File: src/logic/evps_pkg.sv
// shared constants and types for the exception vector priority select block
package evps_pkg;
    localparam int unsigned NUM_VEC      = 60;           // vectors 0..59
    localparam int unsigned VEC_W        = 6;
    localparam int unsigned NUM_IRQ      = 44;           // interrupt numbers 0..43
    localparam int unsigned PRI_W        = 3;            // programmable priority 0..7
    localparam int unsigned RANK_W       = 4;            // internal rank: fixed ones below 3
    localparam logic [5:0]  IRQ_VEC_BASE = 6'h10;        // vector of interrupt 0
    localparam logic [5:0]  IRQ_RSV_LO   = 6'h27;        // interrupt 39
    localparam logic [5:0]  IRQ_RSV_HI   = 6'h2a;        // interrupt 42
    localparam logic [5:0]  VEC_RESET    = 6'h01;
    localparam logic [5:0]  VEC_NMI      = 6'h02;
    localparam logic [5:0]  VEC_HARD     = 6'h03;
    localparam logic [5:0]  VEC_MEM      = 6'h04;
    localparam logic [5:0]  VEC_BUS      = 6'h05;
    localparam logic [5:0]  VEC_USAGE    = 6'h06;
    localparam logic [5:0]  VEC_SVC      = 6'h0b;
    localparam logic [5:0]  VEC_DEBUG    = 6'h0c;
    localparam logic [5:0]  VEC_PENDABLE_SERVICE_REQUEST   = 6'h0e;
    localparam logic [5:0]  VEC_TICK     = 6'h0f;
    localparam logic [31:0] OFS_BUS_FAULT = 32'h0000_0014;
    localparam logic [31:0] OFS_IRQ0      = 32'h0000_0040;
    // ranks: fixed -3,-2,-1 map to 0,1,2; programmable p maps to p+3
    localparam logic [3:0]  RANK_RESET   = 4'h0;
    localparam logic [3:0]  RANK_NMI     = 4'h1;
    localparam logic [3:0]  RANK_HARD    = 4'h2;
    localparam logic [3:0]  RANK_PROG0   = 4'h3;
    localparam logic [3:0]  RANK_IDLE    = 4'hf;         // thread mode, nothing active
    localparam logic [2:0]  PRI_RESET    = 3'h0;
    localparam logic [31:0] VTB_RESET    = 32'h0000_0000;
    localparam logic [31:0] VTB_MIN      = 32'h0000_0100;
    localparam logic [31:0] VTB_MAX      = 32'h3fff_ff00;
    localparam logic [31:0] VTB_ALIGN    = 32'h0000_00ff;
    typedef enum logic [1:0] {
        EVPS_IDLE   = 2'b00,
        EVPS_OFFER  = 2'b01,
        EVPS_ACTIVE = 2'b10
    } evps_state_t;
endpackage

File: src/logic/evps_arb.sv
// lowest-rank, lowest-number select tree over all pending vectors
`timescale 1ns/1ps
module evps_arb (
    input  wire logic [evps_pkg::NUM_VEC-1:0]                     pend,     // pending per vector
    input  wire logic [evps_pkg::NUM_VEC-1:0][evps_pkg::RANK_W-1:0] rank,   // rank per vector
    output logic                                                  any,      // something pending
    output logic [evps_pkg::VEC_W-1:0]                            win_vec,  // winning vector
    output logic [evps_pkg::RANK_W-1:0]                           win_rank  // its rank
);
    always_comb begin
        any      = 1'b0;
        win_vec  = '0;
        win_rank = evps_pkg::RANK_IDLE;
        // descending scan: a later, lower number wins ties
        for (int i = evps_pkg::NUM_VEC - 1; i >= 0; i--) begin
            if (pend[i] && (!any || rank[i] <= win_rank)) begin
                any      = 1'b1;
                win_vec  = evps_pkg::VEC_W'(i);
                win_rank = rank[i];
            end
        end
    end
endmodule // evps_arb

File: src/logic/evps_top.sv
// exception vectoring, priority arbitration and preemption decision
`timescale 1ns/1ps
module evps_top (
    input  wire logic                              clk,            // 200 MHz system clock
    input  wire logic                              srst,           // synchronous reset, high
    input  wire logic [evps_pkg::NUM_IRQ-1:0]      irq_req,        // peripheral interrupt levels
    input  wire logic [evps_pkg::NUM_IRQ-1:0]      irq_en,         // per-interrupt enable
    input  wire logic                              nmi_req,        // nmi pulse
    input  wire logic                              hard_req,       // hard fault pulse
    input  wire logic                              mem_req,        // memory management fault pulse
    input  wire logic                              bus_req,        // bus fault pulse
    input  wire logic                              bus_imprecise,  // bus fault is imprecise
    input  wire logic                              usage_req,      // usage fault pulse
    input  wire logic                              svc_req,        // supervisor call pulse
    input  wire logic                              debug_req,      // debug monitor pulse
    input  wire logic                              pendable_service_request_req,     // pendable service pulse
    input  wire logic                              tick_req,       // system tick pulse
    input  wire logic                              pri_wr,         // priority write strobe
    input  wire logic [evps_pkg::VEC_W-1:0]        pri_wr_vec,     // vector being written
    input  wire logic [7:0]                        pri_wr_data,    // priority value
    input  wire logic                              vtb_wr,         // table base write strobe
    input  wire logic                              vtb_wr_priv,    // writer is privileged
    input  wire logic [31:0]                       vtb_wr_data,    // new table base
    input  wire logic                              entry_ack,      // core takes offered vector
    input  wire logic                              exc_return,     // core leaves active handler
    output logic                                   exc_req,        // entry or preemption request
    output logic [evps_pkg::VEC_W-1:0]             exc_vec,        // offered vector number
    output logic [31:0]                            exc_fetch_addr, // vector fetch address
    output logic                                   exc_is_fault,   // offered vector is a fault
    output logic                                   exc_is_isr,     // offered vector is an irq
    output logic                                   exc_bus_async,  // offered bus fault imprecise
    output logic [31:0]                            vtb_base,       // current table base
    output logic [evps_pkg::VEC_W-1:0]             active_vec,     // innermost active vector
    output logic [evps_pkg::RANK_W-1:0]            active_rank,    // its rank, idle = 15
    output logic [evps_pkg::NUM_VEC-1:0]           pend_vec        // pending per vector
);
    localparam int unsigned NV = evps_pkg::NUM_VEC;
    localparam int unsigned VW = evps_pkg::VEC_W;

    typedef struct packed {
        evps_pkg::evps_state_t                state;
        logic [31:0]                          vtb;
        logic [NV-1:0][evps_pkg::PRI_W-1:0]   pri;
        logic [NV-1:0]                        pend;
        logic [NV-1:0]                        act;
        logic [NV-1:0][evps_pkg::RANK_W-1:0]  stk_rank;  // rank saved per active vector
        logic                                 bus_async;
        logic [VW-1:0]                        off_vec;
        logic [VW-1:0]                        cur_vec;
        logic [evps_pkg::RANK_W-1:0]          cur_rank;
        logic [31:0]                          fetch;
        logic                                 is_fault;
        logic                                 is_isr;
    } evps_regs_t;

    evps_regs_t st_ff;
    evps_regs_t nxt_st;

    logic [NV-1:0]                       raise;
    logic [NV-1:0]                       valid_vec;
    logic [NV-1:0]                       prog_vec;
    logic [NV-1:0][evps_pkg::RANK_W-1:0] rank;
    logic                                arb_any;
    logic [VW-1:0]                       arb_vec;
    logic [evps_pkg::RANK_W-1:0]         arb_rank;

    // vector map: fixed ones, programmable system ones, and interrupts
    genvar g;
    generate
        for (g = 0; g < NV; g++) begin : g_vec
            localparam logic [VW-1:0] GV = VW'(g);
            if (g < 16) begin : g_sys
                assign valid_vec[g] = (GV == evps_pkg::VEC_NMI) || (GV == evps_pkg::VEC_HARD)
                                   || (GV == evps_pkg::VEC_MEM) || (GV == evps_pkg::VEC_BUS)
                                   || (GV == evps_pkg::VEC_USAGE) || (GV == evps_pkg::VEC_SVC)
                                   || (GV == evps_pkg::VEC_DEBUG) || (GV == evps_pkg::VEC_PENDABLE_SERVICE_REQUEST)
                                   || (GV == evps_pkg::VEC_TICK);
                assign prog_vec[g]  = valid_vec[g] && (GV != evps_pkg::VEC_NMI)
                                   && (GV != evps_pkg::VEC_HARD);
                assign raise[g] = (GV == evps_pkg::VEC_NMI)    ? nmi_req    :
                                  (GV == evps_pkg::VEC_HARD)   ? hard_req   :
                                  (GV == evps_pkg::VEC_MEM)    ? mem_req    :
                                  (GV == evps_pkg::VEC_BUS)    ? bus_req    :
                                  (GV == evps_pkg::VEC_USAGE)  ? usage_req  :
                                  (GV == evps_pkg::VEC_SVC)    ? svc_req    :
                                  (GV == evps_pkg::VEC_DEBUG)  ? debug_req  :
                                  (GV == evps_pkg::VEC_PENDABLE_SERVICE_REQUEST) ? pendable_service_request_req :
                                  (GV == evps_pkg::VEC_TICK)   ? tick_req   : 1'b0;
            end else begin : g_irq
                // interrupt n sits at vector n+16; 39-42 have no source
                assign valid_vec[g] = !((GV - evps_pkg::IRQ_VEC_BASE) >= evps_pkg::IRQ_RSV_LO
                                     && (GV - evps_pkg::IRQ_VEC_BASE) <= evps_pkg::IRQ_RSV_HI);
                assign prog_vec[g]  = valid_vec[g];
                assign raise[g]     = valid_vec[g] && irq_req[g-16] && irq_en[g-16];
            end
            // fixed ranks sit below every programmable one
            assign rank[g] = (GV == evps_pkg::VEC_NMI)  ? evps_pkg::RANK_NMI  :
                             (GV == evps_pkg::VEC_HARD) ? evps_pkg::RANK_HARD :
                             (evps_pkg::RANK_W'(st_ff.pri[g]) + evps_pkg::RANK_PROG0);
        end
    endgenerate

    evps_arb u_arb (
        .pend     (st_ff.pend),
        .rank     (rank),
        .any      (arb_any),
        .win_vec  (arb_vec),
        .win_rank (arb_rank)
    );

    always_comb begin
        logic [VW-1:0]               rv;
        logic [evps_pkg::RANK_W-1:0] rr;
        logic                        found;
        nxt_st = st_ff;
        rv     = '0;
        rr     = evps_pkg::RANK_IDLE;
        found  = 1'b0;

        // new sources latch as pending; equal-rank ones wait here
        nxt_st.pend = st_ff.pend | (raise & valid_vec);
        if (bus_req) begin
            nxt_st.bus_async = bus_imprecise;
        end

        // privileged, aligned, in-range writes only
        if (vtb_wr && vtb_wr_priv && vtb_wr_data >= evps_pkg::VTB_MIN
            && vtb_wr_data <= evps_pkg::VTB_MAX
            && (vtb_wr_data & evps_pkg::VTB_ALIGN) == '0) begin
            nxt_st.vtb = vtb_wr_data;
        end

        // only three bits kept; fixed vectors ignore writes
        if (pri_wr && int'(pri_wr_vec) < NV && prog_vec[pri_wr_vec]) begin
            nxt_st.pri[pri_wr_vec] = pri_wr_data[evps_pkg::PRI_W-1:0];
        end

        case (st_ff.state)
            evps_pkg::EVPS_IDLE, evps_pkg::EVPS_ACTIVE: begin
                // strictly smaller rank preempts; idle rank 15 admits all
                if (arb_any && arb_rank < st_ff.cur_rank) begin
                    nxt_st.state    = evps_pkg::EVPS_OFFER;
                    nxt_st.off_vec  = arb_vec;
                    nxt_st.fetch    = st_ff.vtb + {24'h00_0000, arb_vec, 2'b00};
                    nxt_st.is_fault = (arb_vec == evps_pkg::VEC_HARD)
                                   || (arb_vec == evps_pkg::VEC_MEM)
                                   || (arb_vec == evps_pkg::VEC_BUS)
                                   || (arb_vec == evps_pkg::VEC_USAGE);
                    nxt_st.is_isr   = arb_vec >= evps_pkg::IRQ_VEC_BASE;
                end
            end
            evps_pkg::EVPS_OFFER: begin
                if (entry_ack) begin
                    nxt_st.pend[st_ff.off_vec]     = raise[st_ff.off_vec]; // set wins
                    nxt_st.act[st_ff.off_vec]      = 1'b1;
                    nxt_st.stk_rank[st_ff.off_vec] = st_ff.cur_rank;
                    nxt_st.cur_vec                 = st_ff.off_vec;
                    nxt_st.cur_rank                = rank[st_ff.off_vec];
                    nxt_st.state                   = evps_pkg::EVPS_ACTIVE;
                end else if (arb_rank < rank[st_ff.off_vec]) begin
                    // late arrival re-targets; keep handler state so a return is not lost
                    nxt_st.state = (st_ff.cur_rank == evps_pkg::RANK_IDLE) ? evps_pkg::EVPS_IDLE
                                                                           : evps_pkg::EVPS_ACTIVE;
                end
            end
            default: nxt_st.state = evps_pkg::EVPS_IDLE;
        endcase

        if (exc_return && st_ff.state == evps_pkg::EVPS_ACTIVE) begin
            nxt_st.act[st_ff.cur_vec] = 1'b0;
            nxt_st.cur_rank           = st_ff.stk_rank[st_ff.cur_vec];
            // next innermost: the active vector whose rank was saved
            for (int i = NV - 1; i >= 0; i--) begin
                if (st_ff.act[i] && VW'(i) != st_ff.cur_vec
                    && rank[i] == st_ff.stk_rank[st_ff.cur_vec] && !found) begin
                    rv    = VW'(i);
                    rr    = rank[i];
                    found = 1'b1;
                end
            end
            nxt_st.cur_vec = found ? rv : '0;
            nxt_st.state   = found ? evps_pkg::EVPS_ACTIVE : evps_pkg::EVPS_IDLE;
            if (!found) begin
                nxt_st.cur_rank = rr;
            end
        end

        if (srst) begin
            nxt_st.state     = evps_pkg::EVPS_IDLE;
            nxt_st.vtb       = evps_pkg::VTB_RESET;
            nxt_st.pri       = '0;
            nxt_st.pend      = '0;
            nxt_st.act       = '0;
            nxt_st.stk_rank  = '0;
            nxt_st.bus_async = 1'b0;
            nxt_st.off_vec   = '0;
            nxt_st.cur_vec   = '0;
            nxt_st.cur_rank  = evps_pkg::RANK_IDLE;
            nxt_st.fetch     = '0;
            nxt_st.is_fault  = 1'b0;
            nxt_st.is_isr    = 1'b0;
        end
    end

    always_ff @(posedge clk) begin
        st_ff <= nxt_st;
    end

    assign exc_req        = st_ff.state == evps_pkg::EVPS_OFFER;
    assign exc_vec        = st_ff.off_vec;
    assign exc_fetch_addr = st_ff.fetch;
    assign exc_is_fault   = st_ff.is_fault;
    assign exc_is_isr     = st_ff.is_isr;
    assign exc_bus_async  = st_ff.bus_async;
    assign vtb_base       = st_ff.vtb;
    assign active_vec     = st_ff.cur_vec;
    assign active_rank    = st_ff.cur_rank;
    assign pend_vec       = st_ff.pend;
endmodule // evps_top

File: config.mk
export PLATFORM = sky130hd
export DESIGN_NAME = evps_top
export DESIGN_NICKNAME = d
export VERILOG_FILES = /design/src/logic/evps_pkg.sv /design/src/logic/evps_arb.sv /design/src/logic/evps_top.sv
export SDC_FILE = /design/constraint.sdc
export NUM_CORES = 2
export LEC_CHECK = 0
export BUFFER_PORTS_ARGS = -buffer_cell sky130_fd_sc_hd__buf_2
export CORE_ASPECT_RATIO = 1.75
export CORE_MARGIN = 2
export CORE_UTILIZATION = 35
export DETAILED_ROUTE_END_ITERATION = 10
export PLACE_DENSITY_LB_ADDON = 0.1
export SYNTH_ARGS = -nofsm -noshare
export SYNTH_HDL_FRONTEND = slang
export SYNTH_SLANG_ARGS = --single-unit
export TNS_END_PERCENT = 5
File: constraint.sdc
create_clock -name clk -period 99.8 [get_ports clk]
set_input_delay 19.96 -clock clk [delete_from_list [all_inputs] [get_ports clk]]
set_output_delay 19.96 -clock clk [all_outputs]
set_load 0.02 [all_outputs]
==> results.txt <==
DR DRC count = 0
Final Hold Viols = 0
Post-DR vias/cell = 5.91
Worst-Margin Slew = 1.34 ns
Top cell type's share of synthesized area = 0.268
Adder-cell share of the synthesized area = 0.0811
Hold/Removal Path Class = flip-flop to flip-flop
ANT nets after route = 0
HPWL after DPL = 174 mm
Number of synthesized flops with an enable pin = 0
Vias in the first global route = 46.0k
Maxcap violations = 0
Pins Over Slew Limit = 0
Distinct cells, synth = 89
CTS Buffer Depth = 3
Worst skew pair latency = 0.70 ns
Ys Warns = 0
CTS Hold Bufs = 0
Die area = 135000 sq um
WL/cell = 28.4 um
Maximum fanout along the worst path = 14
Number of fillers in the final layout = 13.7k
Die width = 279 um
Area grow syn2layout = 16.6%
Port-buffer cells = 281
Gr ovfl total = 0
Critical path capture point type = flip-flop
Ports = 295
CTS HTree Levels = 3
Total clock buffers created by CTS = 70
Critical path required time = 100.32 ns
Syn Area/Cell = 7.90 sq um
Mux contribution to synthesized area = 0.112
Ys async rst share = 0
GPL Wtd Cong = 0.973
Synth Area in Simple Gates = 0.187
Final nets = 6666
Number of antenna violations at the first check in global routing = 6
Crit path max-delay family = compound AO/OA/AOI/OAI gates
Seq/Total Area, Yosys = 0.268
Final setup vio count = 0
Root Buffer = clkbuf_16
Highest clock rate = 10.7 MHz
Initial core utilization = 0.352
# rows = 176
Max-slew headroom = 0.101
Worst Slack Setup Final = 6.41 ns
Setup Skew = 0.0263 ns
Top FF cell, synth = dfxtp_1
Min Tclk post-route = 93.39 ns
Status = complete, no violations
Share of layout cells above drive strength 1 = 0.188
Synth area leader = dfxtp_1
Utilization after layout = 0.411
Post-Place Setup Slack = 1.64 ns
Via count = 47.1k
Critical Path Max Stage Delay = 0.53 ns
XOR/XNOR share of the synthesized area = 0.0601
Period Utilization, post-route = 0.936
Cells after Synth = 5853
Largest cells by area after synthesis = dfxtp_1 (27%), ha_1 (8.1%), mux4_2 (6.4%)
Syn nets = 6303
First-pass GRT wire length = 320 mm
Main combinational cell family by area after synthesis = compound AO/OA/AOI/OAI gates
Initial drt markers = 3617
Worst Path Buf+Inv = 50
Cell Area, Synth = 46200 sq um
Worst path most repeated cell = ha_1
Clock transition at path regs = 0.06 ns
CTS tree = built
Critical path's slowest cell = or4b_1
Clock sink total = 619
Pin count of the biggest net entering global routing = 203
CP Launch Type = flip-flop
Initial DRT Pass Iterations = 6
Setup CP Type = flip-flop to flip-flop
Core ar. = 131000 sq um
Final WL = 226 mm
Synth Area in Compound Gates = 0.214
Total Routing Usage GR = 0.324
Yosys reg bits = 619
Worst EP arrival = 93.91 ns
DIE HEIGHT = 485 um
==> final cells by class <==
class                           instances  area (sq um)  area share
Timing Repair Buffer                  761          5090      0.0944
Antenna cell                            3          7.51    0.000139
Tap cell                             1691          2120      0.0393
Sequential cell                       619         12400       0.230
Clock buffer                          100          2050      0.0380
Multi-Input combinational cell       4433         30600       0.568
Inverter                              331          1240      0.0231
Clock inverter                         27           339     0.00629
==> metrics by stage <==
step	cells	hold WS (ns)	setup TNS, ns	cell area (sq um)
final	7965	0.453	0	53900
after global routing	7963	0.470	-0.127	53900
after CTS	7949	0.452	0	53500
after detailed placement	7822	0.445	0	51100
after global placement	7822	0.439	0	51100
after floorplan	5853	0.431	0	46200
==> metal layers <==
metal,routed length (um),global-route usage
met3,13500,0.0462
met2,110000,0.565
met5,29,0
met4,19300,0.237
met1,83100,0.357
==> cells in the final DEF (no fill, tap or decap), types with 51 or more instances in the layout <==
cell and instances:
clkbuf_16 72, nor2_1 552, mux4_2 128, and2_1 51, inv_1 331, xor2_1 56
ha_1 298, xnor2_1 260, o21a_1 81, a21oi_1 449, o211ai_1 60, a211oi_1 180
dfxtp_1 608, buf_2 277, nand2_1 640, o21ai_0 383, nor3_1 108, nand3_1 185
buf_4 478, mux2i_1 180, nor2b_1 77
==> worst min-delay path, cell delays in order (launching register included) <==
cell and delay [ns]:
dfxtp_1 0.30, inv_1 0.06, nor2_1 0.05
==> Yosys cell counts, types with 145 or more instances <==
cell / n
mux2i_1: 181
nand3_1: 185
xnor2_1: 260
clkbuf_1: 259
a21oi_1: 464
o21ai_0: 398
ha_1: 298
dfxtp_1: 619
nor2_1: 554
buf_4: 145
inv_1: 331
a211oi_1: 181
nand2_1: 644
==> cell families (layout without fill, tap and decap cells) <==
kind of cell | Yosys count | in the layout
adders and majority gates | 299 | 299
and+or+nand+nor | 1898 | 1898
muxes | 347 | 347
xor gates and xnor gates | 317 | 317
other | 0 | 3
DFF | 619 | 619
AOI/OAI and AO/OA | 1572 | 1572
buffers and inverters | 801 | 1219
==> flip-flops by register name (all words and copies together) (netlist names) <==
| register | flops |
|---|---|
| active_rank | 4 |
| active_vec | 6 |
| exc_bus_async | 1 |
| exc_fetch_addr | 32 |
| exc_is_fault | 1 |
| exc_is_isr | 1 |
| exc_vec | 6 |
| pend_vec | 60 |
| st_ff | 476 |
| vtb_base | 32 |
==> what timing repair did <==
action | in CTS | in global routing
buffers inserted | 0 | 13
setup endpoints to repair | 0 | 42
resized for setup | 0 | 94
==> worst paths after layout <==
path | from | end | slack [ns] | cells after the start
min reg2reg | st_ff[451] | st_ff[451] | 0.45 | 2
min | st_ff[451] | st_ff[451] | 0.45 | 2
max | st_ff[585] | exc_fetch_addr[30] | 6.41 | 496
max reg2reg | st_ff[585] | exc_fetch_addr[30] | 6.41 | 496
Power is not shown: default switching activity piles up to over one toggle a cycle in this logic, so the estimate is an artifact.
